File: src/rsq_pkg.sv
// shared constants and types for the processor reset sequencer
package rsq_pkg;
   // register byte offsets
   localparam logic [7:0] RSQ_OFF_CTRL   = 8'h00;
   localparam logic [7:0] RSQ_OFF_STATUS = 8'h04;
   localparam logic [7:0] RSQ_OFF_PC     = 8'h08;
   localparam logic [7:0] RSQ_OFF_ST     = 8'h0c;
   localparam logic [7:0] RSQ_OFF_IE     = 8'h10;
   localparam logic [7:0] RSQ_OFF_IF     = 8'h14;
   localparam logic [7:0] RSQ_OFF_IOF    = 8'h18;
   // field positions
   localparam int RSQ_CTRL_BOOT_HOLD   = 0;
   localparam int RSQ_STAT_IN_RESET    = 0;
   localparam int RSQ_STAT_SHORT       = 1;
   localparam int RSQ_STAT_RUN         = 2;
   localparam int RSQ_STAT_STATE_LSB   = 4;
   localparam int RSQ_STAT_CNT_LSB     = 8;
   // reset values and timing counts
   localparam logic [31:0] RSQ_CORE_REG_RST = 32'h0000_0000;
   localparam logic [23:0] RSQ_RESET_VECTOR = 24'h00_0000;
   localparam int          RSQ_RESET_MIN_H1 = 10;
   localparam int          RSQ_MCLK_PER_H1  = 4;
   localparam int          RSQ_SERIAL_PINS  = 12;

   typedef enum logic [1:0] {
      RSQ_POWERUP,
      RSQ_RESET,
      RSQ_FETCH,
      RSQ_RUN
   } rsq_state_e;

   typedef struct packed {
      rsq_state_e  state;
      logic        rst_pin_q;
      logic        sync_rst;
      logic [7:0]  low_cnt;
      logic        short_reset;
      logic        boot_hold;
      logic [23:0] pc;
      logic [31:0] st;
      logic [31:0] ie;
      logic [31:0] ifl;
      logic [31:0] io_flag_word;
      logic        pri_bus_oe;
      logic        exp_bus_oe;
      logic [3:0]  strobe_n;
      logic [1:0]  flag_oe;
      logic [11:0] serial_oe;
      logic [1:0]  timer_oe;
      logic        periph_reset;
      logic        core_run;
      logic        vec_rd_req;
      logic        ready_q;
      logic        xready_q;
      logic        hold_req_q;
      logic        hold_grant_q;
      logic [3:0]  int_q;
      logic        mode_q;
      logic        pready;
      logic [31:0] prdata;
      logic        pslverr;
   } rsq_state_s;
endpackage : rsq_pkg

File: src/rsq_phase_gen.sv
// two-phase output clock generator with phase alignment
`timescale 1ns/10ps
`default_nettype none
module rsq_phase_gen #(
   parameter int PER = rsq_pkg::RSQ_MCLK_PER_H1
) (
   input  wire logic mclk,
   input  wire logic rst,
   input  wire logic align,
   output var  logic phase_one,
   output var  logic phase_three,
   output var  logic h1_tick
);
   localparam int CW = (PER > 2) ? $clog2(PER) : 1;
   localparam logic [CW-1:0] LAST = CW'(PER - 1);
   localparam logic [CW-1:0] HALF = CW'(PER / 2);

   initial
   begin
      if (PER < 2 || (PER % 2) != 0)
         $error("rsq_phase_gen: PER must be even and at least 2");
   end

   typedef struct packed {
      logic [CW-1:0] cnt;
      logic          ph1;
      logic          ph3;
      logic          tick;
   } rsq_phase_s;

   rsq_phase_s cur;
   rsq_phase_s next_cur;

   always_comb
   begin
      next_cur = cur;
      // falling reset edge forces the fixed initial phase
      if (align || cur.cnt == LAST)
         next_cur.cnt = '0;
      else
         next_cur.cnt = cur.cnt + CW'(1);
      next_cur.ph1  = (next_cur.cnt < HALF);
      next_cur.ph3  = !(next_cur.cnt < HALF);
      next_cur.tick = (next_cur.cnt == '0);
   end

   always_ff @(posedge mclk)
   begin
      if (rst)
      begin
         cur.cnt  <= '0;
         cur.ph1  <= 1'b1;
         cur.ph3  <= 1'b0;
         cur.tick <= 1'b0;
      end
      else
         cur <= next_cur;
   end

   assign phase_one   = cur.ph1;
   assign phase_three = cur.ph3;
   assign h1_tick     = cur.tick;

   AST_ALIGN_PHASE: assert property (@(posedge mclk) disable iff (rst)
      align |=> phase_one && !phase_three && h1_tick)
      else $error("phase not at initial state after reset edge");
   AST_ALIGN_HOLD: assert property (@(posedge mclk) disable iff (rst)
      align ##1 !align |=> !h1_tick && phase_one)
      else $error("phase sequence wrong after alignment");
endmodule : rsq_phase_gen
`default_nettype wire

File: src/rsq_sequencer.sv
// processor reset sequencer: pin reset states, core register clear, vector fetch
//
// Contract
// - reset pin is nonmaskable; no enable or state blocks it
// - during reset both bus groups released to high impedance via clocked path
// - clocked reset drives primary, both expansion strobes and acknowledge high
// - flag, serial and timer pins released immediately by the direct path
// - ready, hold request, hold grant, interrupts and mode input unaffected
// - clocked pin reset follows internal clock; direct pin reset acts sooner
// - both output clock phases return to initial state on reset falling edge
// - first-phase clock generated here, output, and used to count reset length
// - peripherals reset synchronously during system reset
// - status, interrupt enable, interrupt flag and io flag words cleared
// - after reset, fetch vector from address zero into program counter, run unless boot hold is set
// - reset falling edge puts device on a fixed phase for multi-device sync
// - nothing relied on before the first reset; pins stay released
`timescale 1ns/10ps
`default_nettype none
module rsq_sequencer #(
   parameter int RESET_MIN_H1 = rsq_pkg::RSQ_RESET_MIN_H1
) (
   input  wire logic        mclk,
   input  wire logic        rst,
   input  wire logic        ext_reset_n,
   // apb slave
   input  wire logic        psel,
   input  wire logic        penable,
   input  wire logic        pwrite,
   input  wire logic [7:0]  paddr,
   input  wire logic [31:0] pwdata,
   output var  logic [31:0] prdata,
   output var  logic        pready,
   output var  logic        pslverr,
   // output clocks
   output var  logic        phase_one_clock_out,
   output var  logic        phase_three_clock_out,
   // requested pin drive from the core
   input  wire logic        core_pri_bus_oe,
   input  wire logic        core_exp_bus_oe,
   input  wire logic [3:0]  core_strobe_n,
   input  wire logic [1:0]  core_flag_oe,
   input  wire logic [11:0] core_serial_oe,
   input  wire logic [1:0]  core_timer_oe,
   input  wire logic        core_hold_grant,
   // pin drive after reset forcing
   output var  logic        primary_bus_oe,
   output var  logic        expansion_bus_oe,
   output var  logic        primary_bus_strobe_n,
   output var  logic        expansion_memory_strobe_n,
   output var  logic        expansion_io_strobe_n,
   output var  logic        interrupt_ack_out_n,
   output var  logic [1:0]  external_flag_pins_oe,
   output var  logic [11:0] serial_pins_oe,
   output var  logic        timer_zero_pin_oe,
   output var  logic        timer_one_pin_oe,
   output var  logic        bus_hold_grant,
   // inputs that reset leaves alone
   input  wire logic        ready_in,
   input  wire logic        expansion_ready_in,
   input  wire logic        hold_req_in,
   input  wire logic [3:0]  external_interrupt_inputs,
   input  wire logic        microcomputer_mode_select,
   output var  logic        core_ready,
   output var  logic        core_expansion_ready,
   output var  logic        core_hold_req,
   output var  logic [3:0]  core_interrupts,
   output var  logic        core_mode_select,
   // vector fetch and core control
   output var  logic        vec_rd_req,
   output var  logic [23:0] vec_rd_addr,
   input  wire logic        vec_rd_valid,
   input  wire logic [31:0] vec_rd_data,
   output var  logic [23:0] program_counter,
   output var  logic        core_run,
   output var  logic        periph_reset
);
   initial
   begin
      if (RESET_MIN_H1 < 1 || RESET_MIN_H1 > 255)
         $error("rsq_sequencer: RESET_MIN_H1 must lie in 1..255");
   end

   localparam logic [7:0] MIN_CNT = 8'(RESET_MIN_H1);

   rsq_pkg::rsq_state_s cur;
   rsq_pkg::rsq_state_s next_cur;

   logic h1_tick;
   logic align;
   logic powerup;
   logic force_sync;
   logic pin_low;
   logic wr_done;
   logic [31:0] rd_val;
   logic        rd_err;

   // falling edge of the reset pin, seen on the raw synchronous input
   assign align      = cur.rst_pin_q && !ext_reset_n;
   assign powerup    = (cur.state == rsq_pkg::RSQ_POWERUP);
   assign force_sync = cur.sync_rst || powerup;
   assign pin_low    = !ext_reset_n;
   assign wr_done    = psel && penable && pwrite && cur.pready;

   rsq_phase_gen #(
      .PER (rsq_pkg::RSQ_MCLK_PER_H1)
   ) u_phase (
      .mclk        (mclk),
      .rst         (rst),
      .align       (align),
      .phase_one   (phase_one_clock_out),
      .phase_three (phase_three_clock_out),
      .h1_tick     (h1_tick)
   );

   // read mux, used when the access phase is answered
   always_comb
   begin
      rd_val = 32'h0000_0000;
      rd_err = 1'b0;
      if (paddr == rsq_pkg::RSQ_OFF_CTRL)
         rd_val[rsq_pkg::RSQ_CTRL_BOOT_HOLD] = cur.boot_hold;
      else if (paddr == rsq_pkg::RSQ_OFF_STATUS)
      begin
         rd_val[rsq_pkg::RSQ_STAT_IN_RESET] = cur.sync_rst;
         rd_val[rsq_pkg::RSQ_STAT_SHORT]    = cur.short_reset;
         rd_val[rsq_pkg::RSQ_STAT_RUN]      = cur.core_run;
         rd_val[rsq_pkg::RSQ_STAT_STATE_LSB +: 2] = cur.state;
         rd_val[rsq_pkg::RSQ_STAT_CNT_LSB +: 8]   = cur.low_cnt;
      end
      else if (paddr == rsq_pkg::RSQ_OFF_PC)
         rd_val[23:0] = cur.pc;
      else if (paddr == rsq_pkg::RSQ_OFF_ST)
         rd_val = cur.st;
      else if (paddr == rsq_pkg::RSQ_OFF_IE)
         rd_val = cur.ie;
      else if (paddr == rsq_pkg::RSQ_OFF_IF)
         rd_val = cur.ifl;
      else if (paddr == rsq_pkg::RSQ_OFF_IOF)
         rd_val = cur.io_flag_word;
      else
         rd_err = 1'b1;
   end

   always_comb
   begin
      next_cur = cur;
      next_cur.rst_pin_q = ext_reset_n;

      // clocked reset level changes only on the first-phase tick; no
      // enable or state takes part in it
      if (h1_tick)
         next_cur.sync_rst = pin_low;

      // reset length counted in first-phase cycles, saturating
      if (align)
         next_cur.low_cnt = 8'h00;
      else if (h1_tick && pin_low && cur.low_cnt != 8'hff)
         next_cur.low_cnt = cur.low_cnt + 8'h01;

      case (cur.state)
         rsq_pkg::RSQ_POWERUP:
         begin
            // no assumption about anything until a reset is seen
            if (pin_low)
               next_cur.state = rsq_pkg::RSQ_RESET;
         end
         rsq_pkg::RSQ_RESET:
         begin
            // leave only when the clocked reset level is released
            if (!cur.sync_rst && !pin_low)
            begin
               next_cur.state       = rsq_pkg::RSQ_FETCH;
               next_cur.short_reset = (cur.low_cnt < MIN_CNT);
            end
         end
         rsq_pkg::RSQ_FETCH:
         begin
            if (cur.sync_rst)
               next_cur.state = rsq_pkg::RSQ_RESET;
            else if (cur.vec_rd_req && vec_rd_valid)
            begin
               next_cur.pc    = vec_rd_data[23:0];
               next_cur.state = rsq_pkg::RSQ_RUN;
            end
         end
         rsq_pkg::RSQ_RUN:
         begin
            if (cur.sync_rst)
               next_cur.state = rsq_pkg::RSQ_RESET;
         end
         default:
            next_cur.state = rsq_pkg::RSQ_POWERUP;
      endcase

      // request held from the fetch state, dropped on any reset
      next_cur.vec_rd_req = (next_cur.state == rsq_pkg::RSQ_FETCH) && !next_cur.sync_rst;
      next_cur.core_run   = (next_cur.state == rsq_pkg::RSQ_RUN) && !next_cur.sync_rst
                            && !cur.boot_hold;
      next_cur.periph_reset = force_sync;

      // clocked pin group: buses released, strobes high
      next_cur.pri_bus_oe = force_sync ? 1'b0 : core_pri_bus_oe;
      next_cur.exp_bus_oe = force_sync ? 1'b0 : core_exp_bus_oe;
      next_cur.strobe_n   = force_sync ? 4'hf : core_strobe_n;

      // direct pin group follows the raw pin, a tick earlier at most
      next_cur.flag_oe   = (pin_low || powerup) ? 2'h0 : core_flag_oe;
      next_cur.serial_oe = (pin_low || powerup) ? 12'h000 : core_serial_oe;
      next_cur.timer_oe  = (pin_low || powerup) ? 2'h0 : core_timer_oe;

      // untouched by the sequencer's own reset
      next_cur.ready_q      = ready_in;
      next_cur.xready_q     = expansion_ready_in;
      next_cur.hold_req_q   = hold_req_in;
      next_cur.hold_grant_q = core_hold_grant;
      next_cur.int_q        = external_interrupt_inputs;
      next_cur.mode_q       = microcomputer_mode_select;

      // apb: answer one cycle into the access phase; write at completion
      next_cur.pready = psel && penable && !cur.pready;
      if (psel && penable && !cur.pready)
      begin
         next_cur.prdata  = pwrite ? 32'h0000_0000 : rd_val;
         next_cur.pslverr = rd_err;
      end
      else if (!psel)
      begin
         next_cur.prdata  = 32'h0000_0000;
         next_cur.pslverr = 1'b0;
      end

      if (wr_done && !rd_err)
      begin
         if (paddr == rsq_pkg::RSQ_OFF_CTRL)
            next_cur.boot_hold = pwdata[rsq_pkg::RSQ_CTRL_BOOT_HOLD];
         else if (paddr == rsq_pkg::RSQ_OFF_ST)
            next_cur.st = pwdata;
         else if (paddr == rsq_pkg::RSQ_OFF_IE)
            next_cur.ie = pwdata;
         else if (paddr == rsq_pkg::RSQ_OFF_IF)
            next_cur.ifl = pwdata;
         else if (paddr == rsq_pkg::RSQ_OFF_IOF)
            next_cur.io_flag_word = pwdata;
      end

      // system reset wins over a software write in the same cycle
      if (force_sync)
      begin
         next_cur.st  = rsq_pkg::RSQ_CORE_REG_RST;
         next_cur.ie  = rsq_pkg::RSQ_CORE_REG_RST;
         next_cur.ifl = rsq_pkg::RSQ_CORE_REG_RST;
         next_cur.io_flag_word = rsq_pkg::RSQ_CORE_REG_RST;
      end
   end

   always_ff @(posedge mclk)
   begin
      if (rst)
      begin
         cur              <= '0;
         cur.state        <= rsq_pkg::RSQ_POWERUP;
         cur.rst_pin_q    <= 1'b1;
         cur.strobe_n     <= 4'hf;
         cur.periph_reset <= 1'b1;
      end
      else
         cur <= next_cur;
   end

   assign prdata                    = cur.prdata;
   assign pready                    = cur.pready;
   assign pslverr                   = cur.pslverr;
   assign primary_bus_oe            = cur.pri_bus_oe;
   assign expansion_bus_oe          = cur.exp_bus_oe;
   assign primary_bus_strobe_n      = cur.strobe_n[0];
   assign expansion_memory_strobe_n = cur.strobe_n[1];
   assign expansion_io_strobe_n     = cur.strobe_n[2];
   assign interrupt_ack_out_n       = cur.strobe_n[3];
   assign external_flag_pins_oe     = cur.flag_oe;
   assign serial_pins_oe            = cur.serial_oe;
   assign timer_zero_pin_oe         = cur.timer_oe[0];
   assign timer_one_pin_oe          = cur.timer_oe[1];
   assign bus_hold_grant            = cur.hold_grant_q;
   assign core_ready                = cur.ready_q;
   assign core_expansion_ready      = cur.xready_q;
   assign core_hold_req             = cur.hold_req_q;
   assign core_interrupts           = cur.int_q;
   assign core_mode_select          = cur.mode_q;
   assign vec_rd_req                = cur.vec_rd_req;
   assign vec_rd_addr               = rsq_pkg::RSQ_RESET_VECTOR;
   assign program_counter           = cur.pc;
   assign core_run                  = cur.core_run;
   assign periph_reset              = cur.periph_reset;

   AST_NMI_TAKEN: assert property (@(posedge mclk) disable iff (rst)
      (pin_low && h1_tick) |=> cur.sync_rst)
      else $error("reset pin low at tick but clocked reset not raised");
   AST_BUS_HIZ: assert property (@(posedge mclk) disable iff (rst)
      cur.sync_rst |=> !primary_bus_oe && !expansion_bus_oe)
      else $error("bus drive enabled during reset");
   AST_STROBES_HIGH: assert property (@(posedge mclk) disable iff (rst)
      cur.sync_rst |=> primary_bus_strobe_n && expansion_memory_strobe_n
                       && expansion_io_strobe_n && interrupt_ack_out_n)
      else $error("strobe asserted during reset");
   AST_DIRECT_HIZ: assert property (@(posedge mclk) disable iff (rst)
      pin_low |=> external_flag_pins_oe == 2'h0 && serial_pins_oe == 12'h000
                  && !timer_zero_pin_oe && !timer_one_pin_oe)
      else $error("direct-reset pins driven while reset low");
   AST_PASS_THROUGH: assert property (@(posedge mclk) disable iff (rst)
      !$past(rst) |-> core_interrupts == $past(external_interrupt_inputs)
                      && core_hold_req == $past(hold_req_in)
                      && bus_hold_grant == $past(core_hold_grant))
      else $error("unaffected input altered by reset logic");
   AST_SYNC_ON_TICK: assert property (@(posedge mclk) disable iff (rst)
      $changed(cur.sync_rst) |-> $past(h1_tick))
      else $error("clocked reset level changed off the first-phase tick");
   AST_COUNT_ON_TICK: assert property (@(posedge mclk) disable iff (rst)
      (cur.low_cnt != 8'h00 && $changed(cur.low_cnt)) |-> $past(h1_tick) && $past(pin_low))
      else $error("reset length counter moved without a first-phase tick");
   AST_PERIPH_RESET: assert property (@(posedge mclk) disable iff (rst)
      cur.sync_rst |=> periph_reset)
      else $error("peripheral reset missing during system reset");
   AST_WORDS_CLEAR: assert property (@(posedge mclk) disable iff (rst)
      cur.sync_rst |=> cur.st == 32'h0 && cur.ie == 32'h0 && cur.ifl == 32'h0
                       && cur.io_flag_word == 32'h0)
      else $error("core word not cleared by system reset");
   AST_VECTOR_LOAD: assert property (@(posedge mclk) disable iff (rst)
      (vec_rd_req && vec_rd_valid && !cur.sync_rst) |=>
         program_counter == $past(vec_rd_data[23:0]) && !vec_rd_req)
      else $error("reset vector not loaded into program counter");
   AST_POWERUP_QUIET: assert property (@(posedge mclk) disable iff (rst)
      powerup |=> !primary_bus_oe && !core_run && !vec_rd_req)
      else $error("activity before the first reset");
   AST_NO_FETCH_IN_RESET: assert property (@(posedge mclk) disable iff (rst)
      cur.sync_rst |=> !vec_rd_req && !core_run)
      else $error("fetch or execution while reset held");
   AST_SHORT_FLAG: assert property (@(posedge mclk) disable iff (rst)
      (cur.state == rsq_pkg::RSQ_RESET && next_cur.state == rsq_pkg::RSQ_FETCH)
         |=> cur.short_reset == ($past(cur.low_cnt) < MIN_CNT))
      else $error("short reset flag does not match counted length");
endmodule : rsq_sequencer
`default_nettype wire

File: config.mk
export PLATFORM = sky130hd
export DESIGN_NAME = rsq_sequencer
export DESIGN_NICKNAME = d
export VERILOG_FILES = /design/src/rsq_pkg.sv /design/src/rsq_phase_gen.sv /design/src/rsq_sequencer.sv
export SDC_FILE = /design/constraint.sdc
export NUM_CORES = 1
export LEC_CHECK = 0
export BUFFER_PORTS_ARGS = -buffer_cell sky130_fd_sc_hd__buf_2
export CORE_MARGIN = 2
export CORE_UTILIZATION = 40
export CTS_CLUSTER_SIZE = 20
export DETAILED_ROUTE_END_ITERATION = 16
export GPL_ROUTABILITY_DRIVEN = 0
export PLACE_DENSITY = 0.74
export SETUP_SLACK_MARGIN = 0.4
export SKIP_CTS_REPAIR_TIMING = 1
export SLEW_MARGIN = 30
export SYNTH_ARGS = -nofsm -noshare
export SYNTH_HDL_FRONTEND = slang
export SYNTH_SLANG_ARGS = --single-unit
File: constraint.sdc
create_clock -name mclk -period 2.1 [get_ports mclk]
set_clock_uncertainty 0.2 [all_clocks]
set_input_delay 0.21 -clock mclk [delete_from_list [all_inputs] [get_ports mclk]]
set_output_delay 0.21 -clock mclk [all_outputs]
set_load 0.03 [all_outputs]
==> impl_metrics.csv <==
group,metric,value,unit
final_layout,utilization,53.0,%
pwr,sw_frac_of_total,24.3,%
timing,worst_pin_slew,0.667,ns
synthesis,synth_simple_gate_area_share,18.2,%
clock_tree,cts_buffers,27,
timing,fin_hold_ws,-0.212,ns
timing,drv_slew,0,
synthesis,synth_edf_count,0,
critical_path,startpoint_type,"flop",
critical_path,crit_path_max_incr_delay,0.37,ns
run_status,status,"complete, but fails checks",
min_path,hp-class,"in -> reg",
flow_run,maxCapViolCount,0,
clock_tree,cts_tree,"done",
final_layout,drive_gt1_share,30.6,%
floorplanning,die_w,165,um
placed_design,dpl_cell_area,11300,um2
floorplanning,initial_core_util,40.4,%
grt,first_global_vias,7943,
timing,rsz0062_at_grt,"true",
clock_tree,cts-root-buf,"clkbuf_16",
synthesis,syn_inst,1167,
synthesis,yosys_warnings,0,
synthesis,synthMuxAreaShare,13.4,%
synthesis,synth-xor-area-share,0.336,%
pwr,power.static_leakage,5.77,nW
pwr,p_total,9.93,mW
critical_path,crit_chain,"nand4_1 > buf_4 > nor4_4 > buf_6 > clkbuf_16 > nand2_2 > a21oi_2",
clock_tree,cts.path.max_buffers,3,
route,wl_per_cell,17.3,um
floorplanning,core,25800,um2
placed_design,io_buffers,195,
synthesis,synth.distinct_cells,50,
synthesis,synthAdderAreaFrac,0.240,%
critical_path,critical_path_class,"reg -> reg",
timing,max_clock_freq,556,MHz
pwr,power.share.clock,44.7,%
clock_tree,cts_sinks,238,
final_layout,final_nets,1506,
final_layout,syn2layout_area_growth,31.2,%
route,ant_nets,0,
floorplanning,dieArea,27400,um2
placed_design,hpwl,18700,um
grt,grt_overflow,0,
timing,fin_tns_setup,0,ns
critical_path,cp_data_required_time,2.36,ns
grt,grt_antenna_before_repair,5,
route,drt_wl_total,30300,um
final_layout,final_area,13700,um2
pwr,pwr-share-comb,9.2,%
critical_path,critPathMaxFanout,5,
pwr,peakVddDrop,0.561,mV
critical_path,reg2reg_slack,0.30,ns
timing,fin_crit,1.80,ns
grt,track_usage,18.8,%
run_status,violations,"hold timing",
critical_path,crit_path_end_kind,"flop",
synthesis,syn_area,10400,um2
route,drtPass1Iterations,5,
floorplanning,io_pins,228,
timing,finalHoldViolCount,7,
route,post-route-drc-count,0,
pwr,p_per_area,725,nW/um2
synthesis,synth_top_flop_cell,"dfxtp_1",
synthesis,ys_seq_area_share,45.7,%
grt,grt_pass1_wl,41300,um
clock_tree,insertion_delay,0.52,ns
clock_tree,clkSlewWorstSetupHoldPaths,0.06,ns
synthesis,synth_compound_area_share,11.3,%
pwr,p_int,7.51,mW
final_layout,nFillCells,2266,
pwr,switchingPower,2.42,mW
pwr,seqPwrFrac,46.2,%
synthesis,synth_seq_cells,238,
timing,setup_viol,0,
route,drt_iter0_drc,632,
synthesis,synth_top_family_by_area,"simple AND/OR/NAND/NOR gates",
synthesis,synth-async-reset-ratio,0,%
critical_path,cp_data_arrival_time,2.06,ns
route,avgViaCountPerCell,5.13,
grt,grt_max_degree,40,
route,via_count,8974,
floorplanning,rows,59,
critical_path,critPathSlowestCell,"nor4_4",
timing,period_share,85.6,%
clock_tree,htreeDepth,1,
floorplanning,fp.dieH,165,um
synthesis,avgSynthCellArea,8.94,um2
timing,relSlewSlack,55.5,%
[worst max-delay path, delay by kind of cell (launching register included)]
kind | cells | cell delay [ns]
buffers and inverters | 3 | 0.54
and+or+nand+nor | 3 | 0.52
DFF | 1 | 0.35
AOI/OAI and AO/OA | 1 | 0.12
[cell usage after synthesis (2+ instances only)]
| cell type | count | area, um2 |
|---|---|---|
| nor4_4 | 2 | 42.5 |
| ha_1 | 2 | 25.0 |
| dfxtp_1 | 238 | 4760 |
| mux2i_1 | 138 | 1380 |
| buf_6 | 4 | 45.0 |
| and2_1 | 19 | 119 |
| o211ai_1 | 13 | 97.6 |
| buf_2 | 16 | 80.1 |
| nand2_1 | 156 | 586 |
| nor3_1 | 19 | 95.1 |
| and3_1 | 3 | 18.8 |
| o21ai_0 | 44 | 220 |
| buf_4 | 98 | 736 |
| xor2_1 | 4 | 35.0 |
| o21a_1 | 12 | 90.1 |
| nor2_2 | 30 | 188 |
| nand3_1 | 3 | 15.0 |
| nand4_1 | 5 | 31.3 |
| nor2_1 | 110 | 413 |
| nand3b_1 | 4 | 30.0 |
| a22o_1 | 2 | 17.5 |
| nor4_1 | 2 | 12.5 |
| clkbuf_1 | 52 | 195 |
| a32o_1 | 7 | 70.1 |
| a21oi_1 | 75 | 375 |
| nor3b_1 | 2 | 15.0 |
| or2_2 | 15 | 93.8 |
| inv_1 | 17 | 63.8 |
| buf_1 | 3 | 11.3 |
| a221o_1 | 11 | 110 |
| o221ai_1 | 12 | 105 |
| o22ai_1 | 2 | 12.5 |
| nand2b_1 | 5 | 31.3 |
| or4_1 | 3 | 22.5 |
| nor2b_1 | 18 | 113 |
| o21ai_1 | 7 | 35.0 |
[per-stage QoR]
stage / worst slack [ns] / std cells
after global routing: 0.258 / 1748
after detailed placement: 0.0426 / 1592
after CTS: 0.195 / 1637
after floorplan: 0.166 / 1190
final: 0.302 / 1751
after global placement: 0.0645 / 1592
[metal layers]
metal  wire length (um)  share of wire (%)  global-route usage (%)
met3               2310                7.6                    5.17
met4                966                3.2                    7.01
met1              12400                 41                    23.6
met5                  0                  0                       0
met2              14500                 48                    31.0
[registers in the layout (all words and copies together), names as in the netlist, 2 cells and up]
signal                 cells
external_flag_pins_oe      2
u_phase.cur                2
cur                      142
core_interrupts            4
prdata                    32
serial_pins_oe            12
program_counter           24
[cells in the final DEF (no fill, tap or decap), types with 16 or more instances in the layout]
cell type and count:
dfxtp_1 230, buf_2 194, nand2_1 138, mux2i_1 125, nor2_1 108, dlygate4sd3_1 90
a21oi_1 50, buf_4 37, nor2_2 31, clkbuf_16 30, o21ai_0 26, a21oi_2 25
conb_1 24, nor3_1 18, and2_1 18, nor2b_1 17, inv_1 17, o21ai_1 16
[power groups by stage]
| stage | Clock (mW) | Combinational (mW) | Sequential (mW) |
|---|---|---|---|
| after CTS | 4.48 | 0.730 | 4.58 |
| after global routing | 4.65 | 0.974 | 4.59 |
| final | 4.43 | 0.909 | 4.58 |
| after global placement | 0 | 0.717 | 4.67 |
| after floorplan | 0 | 0.440 | 4.71 |
| after detailed placement | 0 | 0.727 | 4.68 |
[cell families (layout without fill, tap and decap cells)]
family | count (synthesis) | in the layout
and+or+nand+nor | 402 | 402
AOI/OAI and AO/OA | 191 | 192
muxes | 139 | 139
other | 1 | 30
buffers and inverters | 190 | 409
DFF | 238 | 238
adders and majority gates | 2 | 2
xor gates and xnor gates | 4 | 4
[worst paths after layout]
kind,start,to,depth (start not counted)
worst max-delay path,pready$_SDFF_PP0_,cur[170]$_SDFFE_PP0P_,7
worst min-delay path,pwdata[5],cur[169]$_SDFFE_PP0P_,3
worst max register to register,pready$_SDFF_PP0_,cur[170]$_SDFFE_PP0P_,7
worst min register to register,prdata[10]$_SDFFE_PP0P_,prdata[10]$_SDFFE_PP0P_,2
[layout make-up]
class / count / area, um2 / area share [%]
clock inverters: 7 / 46.3 / 0.338
clock buffers: 38 / 787 / 5.75
well taps: 335 / 419 / 3.06
diodes: 6 / 15.0 / 0.110
repair buffers: 347 / 2560 / 18.7
inverters: 17 / 63.8 / 0.466
flip-flops and latches: 238 / 4780 / 34.9
multi-input cells: 763 / 5010 / 36.6
(Power assumes the default switching activity.)
